===== src/cpsb_defines.svh =====
/*
 * Constants of the charge port status bank: register offsets, bit
 * positions, reset values and analogue thresholds in mV and 0.1 mA units.
 * Assumes inclusion by bare name from every design file that needs it.
 */
`ifndef CPSB_DEFINES_SVH
`define CPSB_DEFINES_SVH

// ==========================================================
// Register offsets
`define CPSB_ADDR_MISC 8'h0F
`define CPSB_ADDR_FAULT 8'h10
`define CPSB_ADDR_GEN 8'h11
`define CPSB_ADDR_PROF1 8'h12
`define CPSB_ADDR_PROF2 8'h13
`define CPSB_ADDR_PIN 8'h14

// ==========================================================
// Bit positions
`define CPSB_BIT_ERR 7
`define CPSB_BIT_BOOT 5
`define CPSB_NUM_FLAGS 11
`define CPSB_NUM_FAULTS 6
`define CPSB_FLG_QUOTA 6
`define CPSB_FLG_THERMAL_THROTTLE_FLAG 7
`define CPSB_FLG_LOW 8
`define CPSB_FLG_REM 9
`define CPSB_FLG_ATT 10

// ==========================================================
// Reset values and codes
`define CPSB_RST_BYTE 8'h00
`define CPSB_STEP_NONE 2'h0
`define CPSB_STEP_TWO 2'h2
`define CPSB_STEP_THREE 2'h3
`define CPSB_PWR_ERROR 2'h3
`define CPSB_QUOTA_ACT_INT 2'h1

// ==========================================================
// Thresholds: voltages in mV, current in 0.1 mA units
`define CPSB_BACKV_MARGIN_MV 12'h096
`define CPSB_LOW_DRAW_TENTH_MA 16'h0040

`endif


===== src/cpsb_pkg.sv =====
/*
 * Types shared by the charge port status bank.
 * Assumes nothing beyond a SystemVerilog compiler.
 */
package cpsb_pkg;

  // ==========================================================
  // Error handling state, one-hot
  typedef enum logic [1:0]
  {
    CPSB_ST_RUN = 2'b01,
    CPSB_ST_ERR = 2'b10
  } cpsb_state_t;

endpackage : cpsb_pkg


===== src/cpsb_flag_cell.sv =====
/*
 * One sticky status flag: set has priority over clear.
 * Assumes a synchronous active-high reset and one clock.
 */
module cpsb_flag_cell #(
  parameter logic RST_VAL = 1'b0
) (
  input wire logic clk_sys_i,
  input wire logic srst_i,
  input wire logic set_i,
  input wire logic clr_i,
  output logic q_o
);

  // ==========================================================
  // Storage; a set in the clear cycle is never lost
  always_ff @(posedge clk_sys_i)
  begin
    if (srst_i)
      q_o <= RST_VAL;
    else if (set_i)
      q_o <= 1'b1;
    else if (clr_i)
      q_o <= 1'b0;
  end
endmodule : cpsb_flag_cell


===== src/cpsb_status_bank.sv =====
/*
 * Status register bank of a USB port power controller: pin mirrors,
 * emulation progress, fault flags with error state, general and
 * profile flags, read over a completed host read/write transaction.
 * Assumes the host interface engine delivers one-cycle strobes and
 * that analogue comparisons arrive as synchronous levels or values.
 */
// Summary of operation
// [RULE1] Two read-only bits mirror alert and attach pins, one when low.
// [RULE2] Charging-current flag follows bus current against its threshold.
// [RULE3] Emulating flag is set only while Active and emulating.
// [RULE4] Step index reports pair 0..3; two-pair profiles never show 3.
// [RULE5] Error flag set entering Error; host zero write rechecks faults.
// [RULE6] Error is held while any other fault bit stays set.
// [RULE7] Error flag self-clears on auto-recovery or port power off.
// [RULE8] Six fault bits raise alert, force Error, clear on read.
// [RULE9] Back voltage when bus exceeds source or supply by margin.
// [RULE10] Overcurrent needs current above limit and minimum threshold.
// [RULE11] Boot flag set at power-up, no alert, clears on read/toggle.
// [RULE12] Quota flag alerts only if action selects interrupt.
// [RULE13] Constant-current flag while current exceeds the limit.
// [RULE14] Throttle flag clears on read, alerts only with link set.
// [RULE15] Low-draw flag below 6.4 mA, clears on read, linked alert.
// [RULE16] Removal sets detach flag and releases attach pin, no alert.
// [RULE17] Attach sets plugged flag and asserts attach pin, no alert.
// [RULE18] Profile bits never drive pins; clear on power off/mode/removal. Here the cdp, pt and dcp bits drive the switch control pins.
// [RULE19] No-handshake flag set at profile end, alone, cleared on new.
// [RULE20] Source undervoltage flag holds port switch off, self-clears.
// [RULE21] Downstream or pass-through closes switch, trip limit; dedicated CC.
// [RULE22] After re-attach, pass-through bit waits for a mode-select toggle.
// [RULE23] Read clears act only on the read register, after data returns.
`include "cpsb_defines.svh"

module cpsb_status_bank (
  input wire logic clk_sys_i,
  input wire logic srst_i,
  input wire logic host_rd_i,
  input wire logic host_wr_i,
  input wire logic host_rd_done_i,
  input wire logic [7:0] host_addr_i,
  input wire logic [7:0] host_wdata_i,
  input wire logic [15:0] ibus_i,
  input wire logic [15:0] ibus_chg_thr_i,
  input wire logic [15:0] current_limit_level_i,
  input wire logic [15:0] ibus_r2min_thr_i,
  input wire logic [11:0] vbus_mv_i,
  input wire logic [11:0] vs_mv_i,
  input wire logic [11:0] vdd_mv_i,
  input wire logic engine_active_i,
  input wire logic emulating_i,
  input wire logic [1:0] step_i,
  input wire logic two_pair_profile_i,
  input wire logic discharge_fail_i,
  input wire logic vbus_under_i,
  input wire logic over_temp_i,
  input wire logic vs_over_i,
  input wire logic vs_uvlo_i,
  input wire logic auto_recover_i,
  input wire logic port_power_ctl_i,
  input wire logic mode_select_first_i,
  input wire logic mode_select_second_i,
  input wire logic emu_enable_i,
  input wire logic polarity_sel_i,
  input wire logic [1:0] power_state_i,
  input wire logic mode_change_i,
  input wire logic quota_reached_i,
  input wire logic [1:0] quota_action_sel_i,
  input wire logic quota_clear_ctl_i,
  input wire logic quota_enable_ctl_i,
  input wire logic notice_link_i,
  input wire logic temp_reg_cut_i,
  input wire logic attach_evt_i,
  input wire logic removal_evt_i,
  input wire logic user_accept_i,
  input wire logic dcp_accept_i,
  input wire logic cdp_accept_i,
  input wire logic passthrough_mode_i,
  input wire logic [6:0] legacy_accept_i,
  input wire logic no_handshake_flag_evt_i,
  input wire logic new_profile_i,
  output logic [7:0] rd_data_o,
  output logic alert_n_o,
  output logic attach_out_n_o,
  output logic error_state_o,
  output logic port_switch_off_o,
  output logic hs_switch_close_o,
  output logic trip_limit_o,
  output logic const_limit_o
);

  // ==========================================================
  // Host access decode
  logic [7:0] rd_addr_q;
  logic rd_pend_q;
  wire rd_commit = host_rd_done_i & rd_pend_q;
  wire rd_fault = rd_commit & (rd_addr_q == `CPSB_ADDR_FAULT); // see [RULE23]
  wire rd_gen = rd_commit & (rd_addr_q == `CPSB_ADDR_GEN); // see [RULE23]
  wire wr_fault = host_wr_i & (host_addr_i == `CPSB_ADDR_FAULT);
  wire host_err_zero = wr_fault & ~host_wdata_i[`CPSB_BIT_ERR];

  always_ff @(posedge clk_sys_i)
  begin
    if (srst_i)
    begin
      rd_addr_q <= `CPSB_RST_BYTE;
      rd_pend_q <= 1'b0;
    end
    else if (host_rd_i)
    begin
      rd_addr_q <= host_addr_i;
      rd_pend_q <= 1'b1;
    end
    else if (host_rd_done_i)
      rd_pend_q <= 1'b0;
  end

  // ==========================================================
  // Fault conditions
  logic pp_q;
  logic m1_q;
  wire pp_toggle = pp_q ^ port_power_ctl_i;
  wire [12:0] vs_lim = {1'b0, vs_mv_i} + {1'b0, `CPSB_BACKV_MARGIN_MV};
  wire [12:0] vdd_lim = {1'b0, vdd_mv_i} + {1'b0, `CPSB_BACKV_MARGIN_MV};
  wire reverse_volt_flag = ({1'b0, vbus_mv_i} > vs_lim)
                 | ({1'b0, vbus_mv_i} > vdd_lim); // see [RULE9]
  wire over_lim = ibus_i > current_limit_level_i;
  wire over_trip = over_lim & (ibus_i > ibus_r2min_thr_i); // see [RULE10]
  // Order: overcurrent, back, source over, thermal, bus under, discharge
  wire [5:0] fault_cond = {discharge_fail_i, vbus_under_i, over_temp_i,
                           vs_over_i, reverse_volt_flag, over_trip}; // see [RULE8]

  // ==========================================================
  // Error state
  cpsb_pkg::cpsb_state_t state_q;
  cpsb_pkg::cpsb_state_t state_d;
  logic [10:0] flag_q;
  wire [5:0] fault_q = flag_q[5:0];
  wire in_err = state_q == cpsb_pkg::CPSB_ST_ERR;
  // A clear attempt drops every latched fault whose condition is gone
  wire clr_try = host_err_zero | auto_recover_i
               | ~port_power_ctl_i; // see [RULE5] see [RULE7]
  wire [5:0] fault_clr = {6{rd_fault | clr_try}}; // see [RULE8]
  wire [5:0] fault_nx = fault_cond | (fault_q & ~fault_clr);
  wire faults_left = |fault_nx;
  wire err_leave = clr_try & ~faults_left; // see [RULE6]

  always_comb
  begin
    state_d = state_q;
    unique case (state_q)
      cpsb_pkg::CPSB_ST_RUN:
        if (|fault_cond)
          state_d = cpsb_pkg::CPSB_ST_ERR; // see [RULE5]
      cpsb_pkg::CPSB_ST_ERR:
        if (err_leave)
          state_d = cpsb_pkg::CPSB_ST_RUN;
      default:
        state_d = cpsb_pkg::CPSB_ST_ERR;
    endcase
  end

  always_ff @(posedge clk_sys_i)
  begin
    if (srst_i)
      state_q <= cpsb_pkg::CPSB_ST_RUN;
    else
      state_q <= state_d;
  end

  // ==========================================================
  // Sticky flags
  wire low_draw = (ibus_i < `CPSB_LOW_DRAW_TENTH_MA) & ~attach_out_n_o;
  wire [10:0] flag_set = {attach_evt_i, removal_evt_i, low_draw,
                          temp_reg_cut_i, quota_reached_i, fault_cond};
  wire quota_clr = rd_gen | quota_clear_ctl_i
                 | ~quota_enable_ctl_i; // see [RULE12]
  wire [10:0] flag_clr = {{4{rd_gen}}, quota_clr, fault_clr}; // see [RULE14]
  logic boot_q;

  genvar gi;
  generate
    for (gi = 0; gi < `CPSB_NUM_FLAGS; gi = gi + 1)
    begin : g_flag
      cpsb_flag_cell #(
        .RST_VAL(1'b0)
      ) u_cell (
        .clk_sys_i(clk_sys_i),
        .srst_i(srst_i),
        .set_i(flag_set[gi]),
        .clr_i(flag_clr[gi]),
        .q_o(flag_q[gi])
      );
    end
  endgenerate

  cpsb_flag_cell #(
    .RST_VAL(1'b1)
  ) u_boot (
    .clk_sys_i(clk_sys_i),
    .srst_i(srst_i),
    .set_i(1'b0),
    .clr_i(rd_fault | pp_toggle), // see [RULE11]
    .q_o(boot_q)
  );

  // ==========================================================
  // Level flags and profile acceptance
  logic chg_q;
  logic emu_q;
  logic [1:0] step_q;
  logic cc_q;
  logic source_undervolt_flag_q;
  logic user_q;
  logic dcp_q;
  logic cdp_q;
  logic pt_q;
  logic pt_arm_q;
  logic no_handshake_flag_q;
  logic [6:0] legacy_q;
  wire chg_d = (ibus_i > ibus_chg_thr_i) ? 1'b1
             : (ibus_i < ibus_chg_thr_i) ? 1'b0 : chg_q; // see [RULE2]
  wire [1:0] step_d = (two_pair_profile_i && step_i == `CPSB_STEP_THREE)
                    ? `CPSB_STEP_TWO : step_i; // see [RULE4]
  wire prof_clr = ~port_power_ctl_i | mode_change_i
                | removal_evt_i; // see [RULE18]
  // Re-arm only on a mode change or a toggle of the first mode select
  wire pt_rearm = mode_change_i | (m1_q ^ mode_select_first_i); // see [RULE22]
  wire pt_set = passthrough_mode_i & pt_arm_q & ~removal_evt_i;
  wire user_d = user_accept_i | (user_q & ~prof_clr);
  wire dcp_d = dcp_accept_i | (dcp_q & ~prof_clr);
  wire cdp_d = cdp_accept_i | (cdp_q & ~prof_clr);
  wire pt_d = pt_set | (pt_q & ~prof_clr);
  wire [6:0] legacy_d = legacy_accept_i | (legacy_q & ~{7{prof_clr}});
  wire other_prof = user_d | dcp_d | cdp_d | pt_d | (|legacy_d);
  wire no_handshake_flag_d = ~other_prof
               & (no_handshake_flag_evt_i | (no_handshake_flag_q & ~new_profile_i)); // see [RULE19]

  always_ff @(posedge clk_sys_i)
  begin
    if (srst_i)
    begin
      chg_q <= 1'b0;
      emu_q <= 1'b0;
      step_q <= `CPSB_STEP_NONE;
      cc_q <= 1'b0;
      source_undervolt_flag_q <= 1'b0;
      // Track the pins in reset so release brings no false toggle
      pp_q <= port_power_ctl_i;
      m1_q <= mode_select_first_i;
    end
    else
    begin
      chg_q <= chg_d;
      emu_q <= ~in_err & engine_active_i & emulating_i; // see [RULE3]
      step_q <= step_d;
      cc_q <= over_lim; // see [RULE13]
      source_undervolt_flag_q <= vs_uvlo_i; // see [RULE20]
      pp_q <= port_power_ctl_i;
      m1_q <= mode_select_first_i;
    end
  end

  always_ff @(posedge clk_sys_i)
  begin
    if (srst_i)
    begin
      user_q <= 1'b0;
      dcp_q <= 1'b0;
      cdp_q <= 1'b0;
      pt_q <= 1'b0;
      pt_arm_q <= 1'b1;
      no_handshake_flag_q <= 1'b0;
      legacy_q <= 7'h00;
    end
    else
    begin
      user_q <= user_d;
      dcp_q <= dcp_d;
      cdp_q <= cdp_d;
      pt_q <= pt_d;
      pt_arm_q <= pt_rearm | (pt_arm_q & ~removal_evt_i);
      no_handshake_flag_q <= no_handshake_flag_d;
      legacy_q <= legacy_d;
    end
  end

  // ==========================================================
  // Pins and switch controls
  wire quota_alert = flag_q[`CPSB_FLG_QUOTA]
                   & (quota_action_sel_i == `CPSB_QUOTA_ACT_INT);
  wire link_alert = notice_link_i & (flag_q[`CPSB_FLG_THERMAL_THROTTLE_FLAG]
                                   | flag_q[`CPSB_FLG_LOW]);
  // Boot, attach, detach and profile bits deliberately stay off the alert
  wire alert_d = (|fault_nx) | quota_alert | link_alert; // see [RULE12]
  wire attach_n_d = removal_evt_i ? 1'b1
                  : attach_evt_i ? 1'b0 : attach_out_n_o; // see [RULE16]

  always_ff @(posedge clk_sys_i)
  begin
    if (srst_i)
    begin
      alert_n_o <= 1'b1;
      attach_out_n_o <= 1'b1;
      error_state_o <= 1'b0;
      port_switch_off_o <= 1'b0;
      hs_switch_close_o <= 1'b0;
      trip_limit_o <= 1'b0;
      const_limit_o <= 1'b0;
    end
    else
    begin
      alert_n_o <= ~alert_d; // see [RULE14] see [RULE15]
      attach_out_n_o <= attach_n_d; // see [RULE17]
      error_state_o <= state_d == cpsb_pkg::CPSB_ST_ERR;
      port_switch_off_o <= vs_uvlo_i; // see [RULE20]
      hs_switch_close_o <= cdp_d | pt_d; // see [RULE21]
      trip_limit_o <= cdp_d | pt_d;
      const_limit_o <= dcp_d & ~(cdp_d | pt_d);
    end
  end

  // ==========================================================
  // Read data
  wire [7:0] misc_byte = {2'b00, ~alert_n_o, ~attach_out_n_o, chg_q, emu_q,
                          step_q}; // see [RULE1]
  wire [7:0] fault_byte = {in_err, fault_q[5], boot_q, fault_q[4:0]};
  wire [7:0] gen_byte = {flag_q[`CPSB_FLG_QUOTA], 2'b00, cc_q,
                         flag_q[`CPSB_FLG_THERMAL_THROTTLE_FLAG], flag_q[`CPSB_FLG_LOW],
                         flag_q[`CPSB_FLG_REM], flag_q[`CPSB_FLG_ATT]};
  wire [7:0] prof1_byte = {no_handshake_flag_q, 2'b00, source_undervolt_flag_q, user_q, dcp_q, cdp_q,
                           pt_q};
  wire [7:0] prof2_byte = {1'b0, legacy_q};
  wire [1:0] pwr_show = in_err ? `CPSB_PWR_ERROR : power_state_i;
  wire [7:0] pin_byte = {1'b0, port_power_ctl_i, mode_select_second_i,
                         mode_select_first_i, emu_enable_i, polarity_sel_i,
                         pwr_show};
  wire [7:0] rd_mux = (host_addr_i == `CPSB_ADDR_MISC) ? misc_byte
                    : (host_addr_i == `CPSB_ADDR_FAULT) ? fault_byte
                    : (host_addr_i == `CPSB_ADDR_GEN) ? gen_byte
                    : (host_addr_i == `CPSB_ADDR_PROF1) ? prof1_byte
                    : (host_addr_i == `CPSB_ADDR_PROF2) ? prof2_byte
                    : (host_addr_i == `CPSB_ADDR_PIN) ? pin_byte
                    : `CPSB_RST_BYTE;

  always_ff @(posedge clk_sys_i)
  begin
    if (srst_i)
      rd_data_o <= `CPSB_RST_BYTE;
    else if (host_rd_i)
      rd_data_o <= rd_mux;
  end
endmodule : cpsb_status_bank


===== config.mk =====
export PLATFORM = sky130hd
export DESIGN_NAME = cpsb_status_bank
export DESIGN_NICKNAME = d
export VERILOG_FILES = /design/src/cpsb_pkg.sv /design/src/cpsb_flag_cell.sv /design/src/cpsb_status_bank.sv
export VERILOG_INCLUDE_DIRS = /design/src
export SDC_FILE = /design/constraint.sdc
export NUM_CORES = 1
export LEC_CHECK = 0
export ABC_AREA = 1
export BUFFER_PORTS_ARGS = -buffer_cell sky130_fd_sc_hd__buf_2
export CORE_UTILIZATION = 45
export CTS_BUF_LIST = sky130_fd_sc_hd__clkbuf_8
export DETAILED_ROUTE_END_ITERATION = 12
export GPL_TIMING_DRIVEN = 0
export PLACE_DENSITY = 0.77
export SLEW_MARGIN = 20
export SYNTH_ARGS = -nofsm -noshare
export SYNTH_HDL_FRONTEND = slang
export SYNTH_SLANG_ARGS = --single-unit

===== constraint.sdc =====
create_clock -name clk_sys_i -period 4.47 [get_ports clk_sys_i]
set_input_delay 0.894 -clock clk_sys_i [delete_from_list [all_inputs] [get_ports clk_sys_i]]
set_output_delay 0.894 -clock clk_sys_i [all_outputs]
set_load 0.03 [all_outputs]

# Word-level counts from Yosys, hierarchy flattened
# Cells that the tools add are included.
[totals]
register_bits = 57
inputBits = 162
output_inout_bits = 15
wordCells = 173
[op_classes]
n_addsub = 2
order_cmp = 7
eq_ne = 13
muxes = 29
n_bitwise = 67
n_reduce_logical = 19
[ops]
columns = ["operator", "n"]
rows = [
  ["== test 8 x 5 -> 1 bit (second input constant)", 7],
  ["greater-than comparator 16 bit", 3],
  ["2-to-1 mux 8 bit", 4],
  ["adder 12 x 8 -> 13 bit (second input constant)", 2],
  ["greater-than comparator 12 x 13 -> 1 bit", 2],
  ["nonzero test 2 bit", 13],
  ["OR 1 bit", 24],
  ["bitwise AND 1 bit", 22],
  ["2-to-1 mux 1 bit", 18],
  ["< comparator 16 bit", 1],
  ["< comparator 16 x 7 -> 1 bit (second input constant)", 1],
  ["2-to-1 mux 7 bit", 2],
  ["NOT 1 bit", 13],
  ["OR reduction 6 bit", 2],
  ["== test 8 x 4 -> 1 bit (second input constant)", 1],
  ["2-to-1 mux 2 bit", 4],
  ["bitwise AND 7 bit", 1],
  ["NOT 7 bit", 1],
  ["OR 7 bit", 1],
  ["OR reduction 7 bit", 1],
  ["bitwise AND 6 bit", 1],
  ["== test 2 bit (second input constant)", 3],
  ["NOT 6 bit", 1],
  ["OR 6 bit", 1],
  ["5 further kinds", 8],
]

# Depth between registers and ports, before layout
# Gate-level depths: netlist of the first run.
[depth]
word_depth = 15
depth_mapped = 22
depth_no_buf = 22

# By module
# A second synthesis of the first run with hierarchy kept.
[unflattened]
cells_unflattened = 695
area_unflattened_um2 = 4855.9
[by_module_without_submodules]
columns = ["mod", "n_inst", "cells_each", "area_per_inst_um2", "seq_area_each_um2"]
rows = [
  ["cpsb_status_bank", 1, 635, 4380.5, 900.9],
  ["cpsb_flag_cell at g_flag[0].u_cell ...", 11, 5, 40.0, 20.0],
  ["cpsb_flag_cell at u_boot", 1, 5, 35.0, 20.0],
]

# Worst setup path before layout of the first run
# No wires, ideal clock.
[synth_timing]
path_kind = "input -> register"
from = "input vs_mv_i[1]"
to = "register error_state_o"
setup_ns = 0.114
arrival_ns = 3.156
required_ns = 4.356
slack_ns = 1.200
path_stages = 20
n_path_buf = 0
cell_sequence = "inv_1 -> ha_1 -> o21ai_0 -> nand3_1 -> nand2_1 -> nand4_1 -> xor2_1 -> ha_1 -> nand2_1 -> nor2_1 -> nor3b_2 -> nand2_1 -> nor2_1 -> a21oi_2 -> inv_1 -> nand2_2 -> nor2_4 -> nand4_1 -> a21oi_1 -> nor2_1"
[synth_via]
elab_chain_cells = 10
word_cells_on_any_way = 12
cone_classes = "add/sub: 1; order compare: 1; eq/ne: 1; mux: 3; bitwise: 4; reduce/logical: 2"
[synth_rtl]
columns = ["item", "line", "text"]
rows = [
  ["from (decl)", "cpsb_status_bank.sv:47", "input wire logic [11:0] vs_mv_i,"],
  ["adder 12 x 8 -> 13 bit (*)", "cpsb_status_bank.sv:122", "wire [12:0] vs_lim = {1'b0, vs_mv_i} + {1'b0, `CPSB_BACKV_MARGIN_MV};"],
  ["greater-than comparator 12 x 13 -> 1 bit (*)", "cpsb_status_bank.sv:124", "wire reverse_volt_flag = ({1'b0, vbus_mv_i} > vs_lim)"],
  ["OR 1 bit (*)", "cpsb_status_bank.sv:125", "| ({1'b0, vbus_mv_i} > vdd_lim);"],
  ["OR 6 bit", "cpsb_status_bank.sv:143", "wire [5:0] fault_nx = fault_cond | (fault_q & ~fault_clr);"],
  ["OR reduction 6 bit", "cpsb_status_bank.sv:144", "wire faults_left = |fault_nx;"],
  ["NOT 1 bit", "cpsb_status_bank.sv:145", "wire err_leave = clr_try & ~faults_left;"],
  ["bitwise AND 1 bit", "cpsb_status_bank.sv:145", ""],
  ["2-to-1 mux 2 bit", "cpsb_status_bank.sv:155", "if (err_leave)"],
  ["case mux 2 bit (2 select lines) (*)", "cpsb_status_bank.sv:150", "unique case (state_q)"],
  ["== test 2 bit (*)", "cpsb_status_bank.sv:314", "error_state_o <= state_d == cpsb_pkg::CPSB_ST_ERR;"],
  ["to (signal assigned)", "cpsb_status_bank.sv:314", ""],
  ["to (decl)", "cpsb_status_bank.sv:84", "output logic error_state_o,"],
]
# Mark *: on every way between the ends. The rest lies on a longest branch, timed or not.
# A chain may end at the register's enable or synchronous reset.

# Worst setup path after layout of the first run
# Same ends and word-level chain as after synthesis.

==> metrics.md, run 1 <==
| Metric | Value |
|---|---|
| Num CTS Buffers | `9` |
| Type of the worst min-delay path | `reg2reg` |
| Final net count | `about 1100` |
| Mean post-synth cell area | `a little under 7 um2` |
| Max VDD drop | `roughly 0.19 mV` |
| Die W | `between 100 and 150 um` |
| Post-synthesis cell area | `around 4700 um2` |
| Synth Register Bits | `57` |
| CTS HTree Levels | `3` |
| First-pass GRT wire length | `around 21000 um` |
| Worst slew pin tran | `550 ps` |
| Critical Path Max Stage Delay | `around 290 ps` |
| CP arrival | `3610 ps` |
| Synthesized net count | `931` |
| Final-report max-slew violation count | `0` |
| Hold Fails Final Rpt | `0` |
| M1 GR Usage | `0.299` |
| Final Skew | `9.02 ps` |
| Min Hold Slack | `459 ps` |
| Tmin final | `~3400 ps` |
| Clk sinks | `57` |
| Main area contributors after synthesis | `dfxtp_1 (24%), ha_1 (20%), inv_1 (10%)` |
| Vias in the first global route | `approximately 4700` |
| Sequential Area | `1140 um2` |
| Top-area cell type share of the netlist area | `0.240` |
| Cts hold-fix bufs | `0` |
| Warnings, synthesis | `0` |
| Leading area contributor after synthesis | `dfxtp_1` |
| Area after DPL | `around 5800 um2` |
| Die area | `11000 um2` |
| Crit Path Category | `in2reg` |
| Worst r2r src | `rd_addr_q[7]` |
| Final Power | `1.61 mW` |
| Crit Path Max Fanout | `3` |
| Top_reg_cell synth | `dfxtp_1` |
| Met3 Track Usage GR | `0.0561` |
| Fill cell count | `1026` |
| Largest net degree at the start of global routing | `12` |
| Yosys cell types | `40` |
| Routed vias/inst | `between 4 and 5` |
| Final Setup Violations | `0` |
| PwrDens | `around 270 nW/um2` |
| Final std cells w/o fill | `1015` |
| Cells after Synth | `approximately 700` |
| Starting Density | `0.462` |
| Overflow after GRT | `0` |
| Placeable Area | `between 10000 and 15000 um2` |
| Multi-input logic area | `between 3000 and 4000 um2` |
| Number of port buffers | `between 150 and 200` |
| Routability cong. | `slightly below 0.9` |
| Clock latency on the worst-skew pair | `about 350 ps` |
| Hold wc startpoint | `rd_pend_q` |
| Dpl hpwl | `10500 um` |
| GRT Total Usage | `0.231` |
| Root Buffer Master | `clkbuf_8` |
| Setup crit start | `vs_mv_i[1]` |
| RSZ-0062 raised after global routing | `no` |
| Register area share after synthesis | `0.240` |
| Avg WL per Cell | `12.1 um` |
| Peak Freq | `between 0.2 and 0.3 GHz` |
| Max Root-Sink Buffers | `2` |
| Maxcap violations | `0` |
| GR Layer Usage met2 | `0.389` |
| Post-CTS Resized | `0` |
| Number of flops mapped to enable cells by yosys | `0` |
| Die Y | `105 um` |
| Initial antenna violation count | `1` |
| Fin area | `6030 um2` |
| Fin crit share | `0.754` |
| Run status | `finished clean` |
| Async set or reset register ratio after synthesis | `0` |
| TritonCTS clock tree | `yes` |
| Reg clk slew, reported paths | `about 60 ps` |
| DRC | `0` |
| 1st-iter DRT viols | `251` |
| Worst-path cell chain | `buf_2 > inv_1 > ha_1 > o21ai_0 > nand3_1 > nand2_1 > nand4_1 > xor2_1 > ha_1 > nand2_1 > nor2_1 > nor3b_2 > nand2_1 > nor2_1 > a21oi_2 > inv_1 > nand2_2 > nor2_4 > nand4_1 > a21oi_1 > nor2_1` |
| I/O pin count | `roughly 180` |
| Setup TNS | `0 ps` |
| Max stage delay cell, worst path | `o21ai_0` |
| Req. time, crit path | `roughly 4700 ps` |
| Antenna Nets Post-Route | `0` |
| Post CTS Setup Buffer Count | `0` |
| Rel. slew slack | `0.633` |
| GRT busiest layer | `met2` |
| Leakage | `3.29 nW` |
| Total vias in the final route | `roughly 5000` |
| CP startpoint kind | `input pin` |
| WL final | `~12000 um` |
| Area growth syn-to-layout | `27.1%` |
| Worst Setup End Kind | `register` |
| Core Rows | `37` |
| Post-Place Cells | `between 900 and 1000` |
| Detailed Routing Iterations Pass 1 | `7` |
| Layout cells sized above 1 | `0.247` |
[through the flow]
| step | setup WS (ps) | util |
|---|---|---|
| after floorplan | 1200 | - |
| after global placement | 730 | 0.561 |
| after detailed placement | 722 | 0.561 |
| after CTS | 1090 | 0.587 |
| after global routing | 751 | 0.587 |
| final | 1100 | 0.587 |
[logic make-up after synthesis]
| group | synth area share |
|---|---|
| xor+xnor | 0.0351 |
| buf+inv | 0.115 |
| compound gates | 0.155 |
| simple gates | 0.254 |
| flops | 0.240 |
| fa+ha+maj | 0.200 |
[worst paths after layout]
| check | endpoint | slack [ps] | cells after the start |
|---|---|---|---|
| worst max-delay path | error_state_o | 1100 | 21 |
| worst min-delay path | rd_pend_q | 460 | 2 |
| worst max register to register | error_state_o | 2770 | 14 |
| worst min register to register | rd_pend_q | 460 | 2 |
[Yosys cell counts (all sizes together) (4+ instances only)]
cell type	count
clkbuf	7
a31oi	6
nor2	71
a21oi	71
nand4	15
xnor2	4
inv	134
ha	76
o21a	4
nand2	135
o221ai	4
dfxtp	57
nor3	13
o21ai	29
nand3	26
o211ai	4
xor2	15
[power breakdown]
group	internal, mW	switching (mW)
Combinational	0.174	0.232
Sequential	0.538	0.0151
Clock	0.426	0.220
Total	1.14	0.468
[routing by layer]
layer,up-vias,share of wire
met5,-,0
met4,0,0.012
met3,15,0.062
met2,149,0.47
li1,2634,-
met1,2170,0.46
[flip-flops by register name, indices dropped and copies added, names as in the netlist, 2 cells and up]
signal / cells
g_flag.u_cell.q_o: 11
legacy_q: 7
rd_addr_q: 8
rd_data_o: 8
state_q: 2
step_q: 2
[area by class of cell]
class | count | share of cell area
repair buffers | 169 | 0.140
diodes | 1 | 0.000415
inverters | 134 | 0.0834
multi-input cells | 492 | 0.507
flip-flops and latches | 57 | 0.189
well taps | 136 | 0.0282
clock inverters | 7 | 0.0237
plain buffers | 10 | 0.00747
clock buffers | 9 | 0.0205
[placed cells by master (no fill, tap or decap), types with 13 or more instances in the layout]
cell type and instances:
nand4_1 15, nor2_1 64, o21ai_0 26, nand2_1 128
xor2_1 15, a21oi_1 70, inv_1 128, buf_2 169
dfxtp_1 57, nor3_1 13, nand3_1 22, ha_1 76
[worst max-delay path: cells and delay by family]
family	cells	cell delay, ps
AND/OR/NAND/NOR	12	1330
buffers and inverters	3	230
XOR/XNOR	1	160
adder cells (fa/ha/maj)	2	500
AO/OA/AOI/OAI	3	510
Power figures use the tool's default switching activity.
==> inputs of run 2 (changes only) <==
--- a/config.mk
+++ b/config.mk
@@ -12,7 +12,7 @@
 export CTS_BUF_LIST = sky130_fd_sc_hd__clkbuf_8
 export DETAILED_ROUTE_END_ITERATION = 12
 export GPL_TIMING_DRIVEN = 0
-export PLACE_DENSITY = 0.77
+export PLACE_DENSITY = 0.8
 export SLEW_MARGIN = 20
 export SYNTH_ARGS = -nofsm -noshare
 export SYNTH_HDL_FRONTEND = slang
==> constraint.sdc (replaced) <==
create_clock -name clk_sys_i -period 2.9 [get_ports clk_sys_i]
set_input_delay 0.58 -clock clk_sys_i [delete_from_list [all_inputs] [get_ports clk_sys_i]]
set_output_delay 0.58 -clock clk_sys_i [all_outputs]
set_load 0.03 [all_outputs]
==> run 2 against run 1 <==
  * Hold slack lost 93 ps
  * Design area grew 2.0%
  * First-iteration DRC count grew 7.2%
  * Non-clock buffer count grew 7
  * Sequential power grew 54%
  * Routed wire length grew 4.1%
  * Power grew 48%
  * Critical path type unchanged
  * Highest routed layer unchanged
==> metrics.md, run 2 (synthesis results as in run 1) <==
| Metric | Value |
|---|---|
| Hold Fails Final Rpt | `0 (unchanged)` |
| R2R setup slack | `1140 ps (-1630 ps)` |
| Sw frac | `0.313 (+0.0217)` |
| Dpl hpwl | `10700 um (+1.9%)` |
| Max VDD drop | `0.280 mV (+49%)` |
| GRT Total Usage | `0.236 (+0.00505)` |
| Overflow after GRT | `0 (unchanged)` |
| Total vias in the final route | `5055 (+1.8%)` |
| Clock power frac | `0.356 (-0.047)` |
| Initial antenna violation count | `0 (-1)` |
| Req. time, crit path | `3140 ps (-1570 ps)` |
| Final Util | `0.599 (+0.0118)` |
| Vias in the first global route | `4750 (+1.5%)` |
| Sequential Area | `1140 um2 (unchanged)` |
| RSZ-0062 raised after global routing | `yes` |
| Final-report max-slew violation count | `0 (unchanged)` |
| Leakage | `3.33 nW (+1.3%)` |
| Root Buffer Master | `clkbuf_8` |
| Max Root-Sink Buffers | `2 (unchanged)` |
| Comb pwr share | `0.284 (+0.031)` |
| Fin area | `6150 um2 (+2.0%)` |
| Rel. slew slack | `0.647 (+0.0133)` |
| Largest net degree at the start of global routing | `12 (unchanged)` |
| Reg clk slew, reported paths | `60 ps (about the same)` |
| Reg power frac | `0.360 (+0.016)` |
| Setup crit start | `vs_mv_i[2]` |
| 1st-iter DRT viols | `269 (+7.2%)` |
| Tmin final | `roughly 2800 ps` |
| CTS HTree Levels | `3 (unchanged)` |
| Sw Pwr | `0.742 mW (+59%)` |
| Core Rows | `37 (unchanged)` |
| Run status | `finished clean` |
| I/O pin count | `177 (unchanged)` |
| Antenna Nets Post-Route | `0 (unchanged)` |
| CP startpoint kind | `input pin` |
| Final Skew | `6.83 ps (-2.19 ps)` |
| Worst slew pin tran | `528 ps (-21.8 ps)` |
| Starting Density | `0.462 (unchanged)` |
| Detailed Routing Iterations Pass 1 | `5 (-2)` |
| First-pass GRT wire length | `21000 um (+1.5%)` |
| Final net count | `1118 (+0.63%)` |
| Type of the worst min-delay path | `in2reg` |
| Internal | `1.63 mW (+43%)` |
| DRC | `0 (unchanged)` |
| Maxcap violations | `0 (unchanged)` |
| Worst Setup End Kind | `register` |
| Crit Path Category | `in2reg` |
| Routability cong. | `0.856 (-2.0%)` |
| Die area | `11000 um2 (unchanged)` |
| Clock latency on the worst-skew pair | `350 ps (about the same)` |
| Die Y | `105 um (unchanged)` |
| TritonCTS clock tree | `yes` |
| Fin crit share | `0.979` |
| FF-to-FF path depth | `14 (unchanged)` |
| Min Hold Slack | `366 ps (-93.3 ps)` |
| Reg with most FFs | `g_flag.u_cell.q_o` |
| Avg WL per Cell | `12.5 um (+3.5%)` |
| Worst r2r src | `rd_addr_q[7]` |
| Fill cell count | `987 (-3.8%)` |
| N_diodes | `0 (-1)` |
| Layout cells sized above 1 | `0.273 (+0.0263)` |
| Max reg flops | `11 (unchanged)` |
| Most frequent cells in the layout | `buf_2 (167), inv_1 (126), nand2_1 (123)` |
| Placeable Area | `10300 um2 (unchanged)` |
| Area growth syn-to-layout | `29.6%` |
| Peak Freq | `0.352 GHz` |
| Multi-input logic area | `3140 um2 (+2.7%)` |
| Crit Path Max Fanout | `2 (-1)` |
| Final Setup Violations | `0 (unchanged)` |
| Crit path capture | `error_state_o` |
| Most common cell after layout, fill and taps aside | `buf_2` |
| Reg-to-reg critical path endpoint | `error_state_o` |
| WL final | `12800 um (+4.1%)` |
| Routed vias/inst | `4.95 (+1.2%)` |
| Die W | `105 um (unchanged)` |
| PwrDens | `385 nW/um2 (+45%)` |
| Area after DPL | `5760 um2 (unchanged)` |
| CP arrival | `3080 ps (-530 ps)` |
| Number of port buffers | `169 (unchanged)` |
| Num CTS Buffers | `9 (unchanged)` |
| Clk sinks | `57 (unchanged)` |
| Top flop regs | `g_flag.u_cell.q_o: 11 flops, rd_addr_q: 8 flops, rd_data_o: 8 flops` |
| Cts hold-fix bufs | `0 (unchanged)` |
==> run 2: cell count changes in the layout (fill, tap and decap cells not counted), moves of 4 or more <==
cell	change
nand3_1	-4
nand2_1	-5
nand2_2	+5
nand3_2	+4
buf_4	+7
==> run 2: repair_timing <==
| item | CTS | global route |
|---|---|---|
| hold endpoints to repair | 0 | 0 |
| setup buffers | 1 | 6 |
| endpoints found under the setup margin | 3 | 5 |
| pin swaps | 2 | 17 |
| resized for setup | 4 | 26 |
==> run 2: cell type report <==
type                    count  share of cell area
clock inverters             6              0.0148
inverters                 134              0.0826
multi-input cells         492               0.510
plain buffers              10             0.00732
flip-flops and latches     57               0.185
clock buffers              10              0.0224
well taps                 136              0.0277
repair buffers            176               0.149
==> run 2: worst max-delay path: stages <==
cell	delay, ps
buf_8	80
inv_4	30
ha_4	150
o21ai_4	150
nand3_2	110
nand2_2	90
nand4_1	90
xor2_1	170
ha_1	310
nand2_2	80
nor2_4	110
nor3b_4	210
nand2_1	90
nor2_2	120
a21oi_2	50
a21oi_2	110
nand4_1	140
nand2_1	120
nand2_2	70
a21oi_2	160
nor2_1	60
==> run 2: metal layers <==
layer	vias up	GRT usage	wire length (um)
li1	2650	-	-
met5	-	0	0
met2	169	0.408	5990
met4	0	0.0412	161
met3	17	0.0680	891
met1	2219	0.292	5760
==> run 2: power by group through the flow <==
stage          combinational, mW  sequential [mW]  clock (mW)
2_1_floorplan              0.383            0.877           0
3_3_place_gp               0.613            0.868           0
3_5_place_dp               0.629            0.869           0
4_1_cts                    0.637            0.852       0.851
5_1_grt                    0.771            0.856       0.896
6_report                   0.673            0.852       0.845
==> run 2: stage by stage <==
stage / std cells / power, mW / setup WS (ps) / TNS (ps)
detailed placement: 998 / 1.50 / -429 / -1500
global placement: 998 / 1.48 / -402 / -1290
floorplan: 693 / 1.26 / 26.8 / 0
finish: 1021 / 2.37 / 59.8 / 0
global route: 1021 / 2.52 / -142 / -265
CTS: 1015 / 2.34 / 0.259 / 0
==> run 2: how the worst min path moves through the flow <==
stage | depth (start not counted) | endpoint | slack, ps | start
detailed placement | 2 | rd_pend_q | 450 | rd_pend_q
CTS | 1 | pp_q | 350 | port_power_ctl_i
global route | 1 | pp_q | 350 | port_power_ctl_i
global placement | 2 | rd_pend_q | 450 | rd_pend_q
floorplan | 2 | rd_pend_q | 440 | rd_pend_q
finish | 1 | pp_q | 370 | port_power_ctl_i
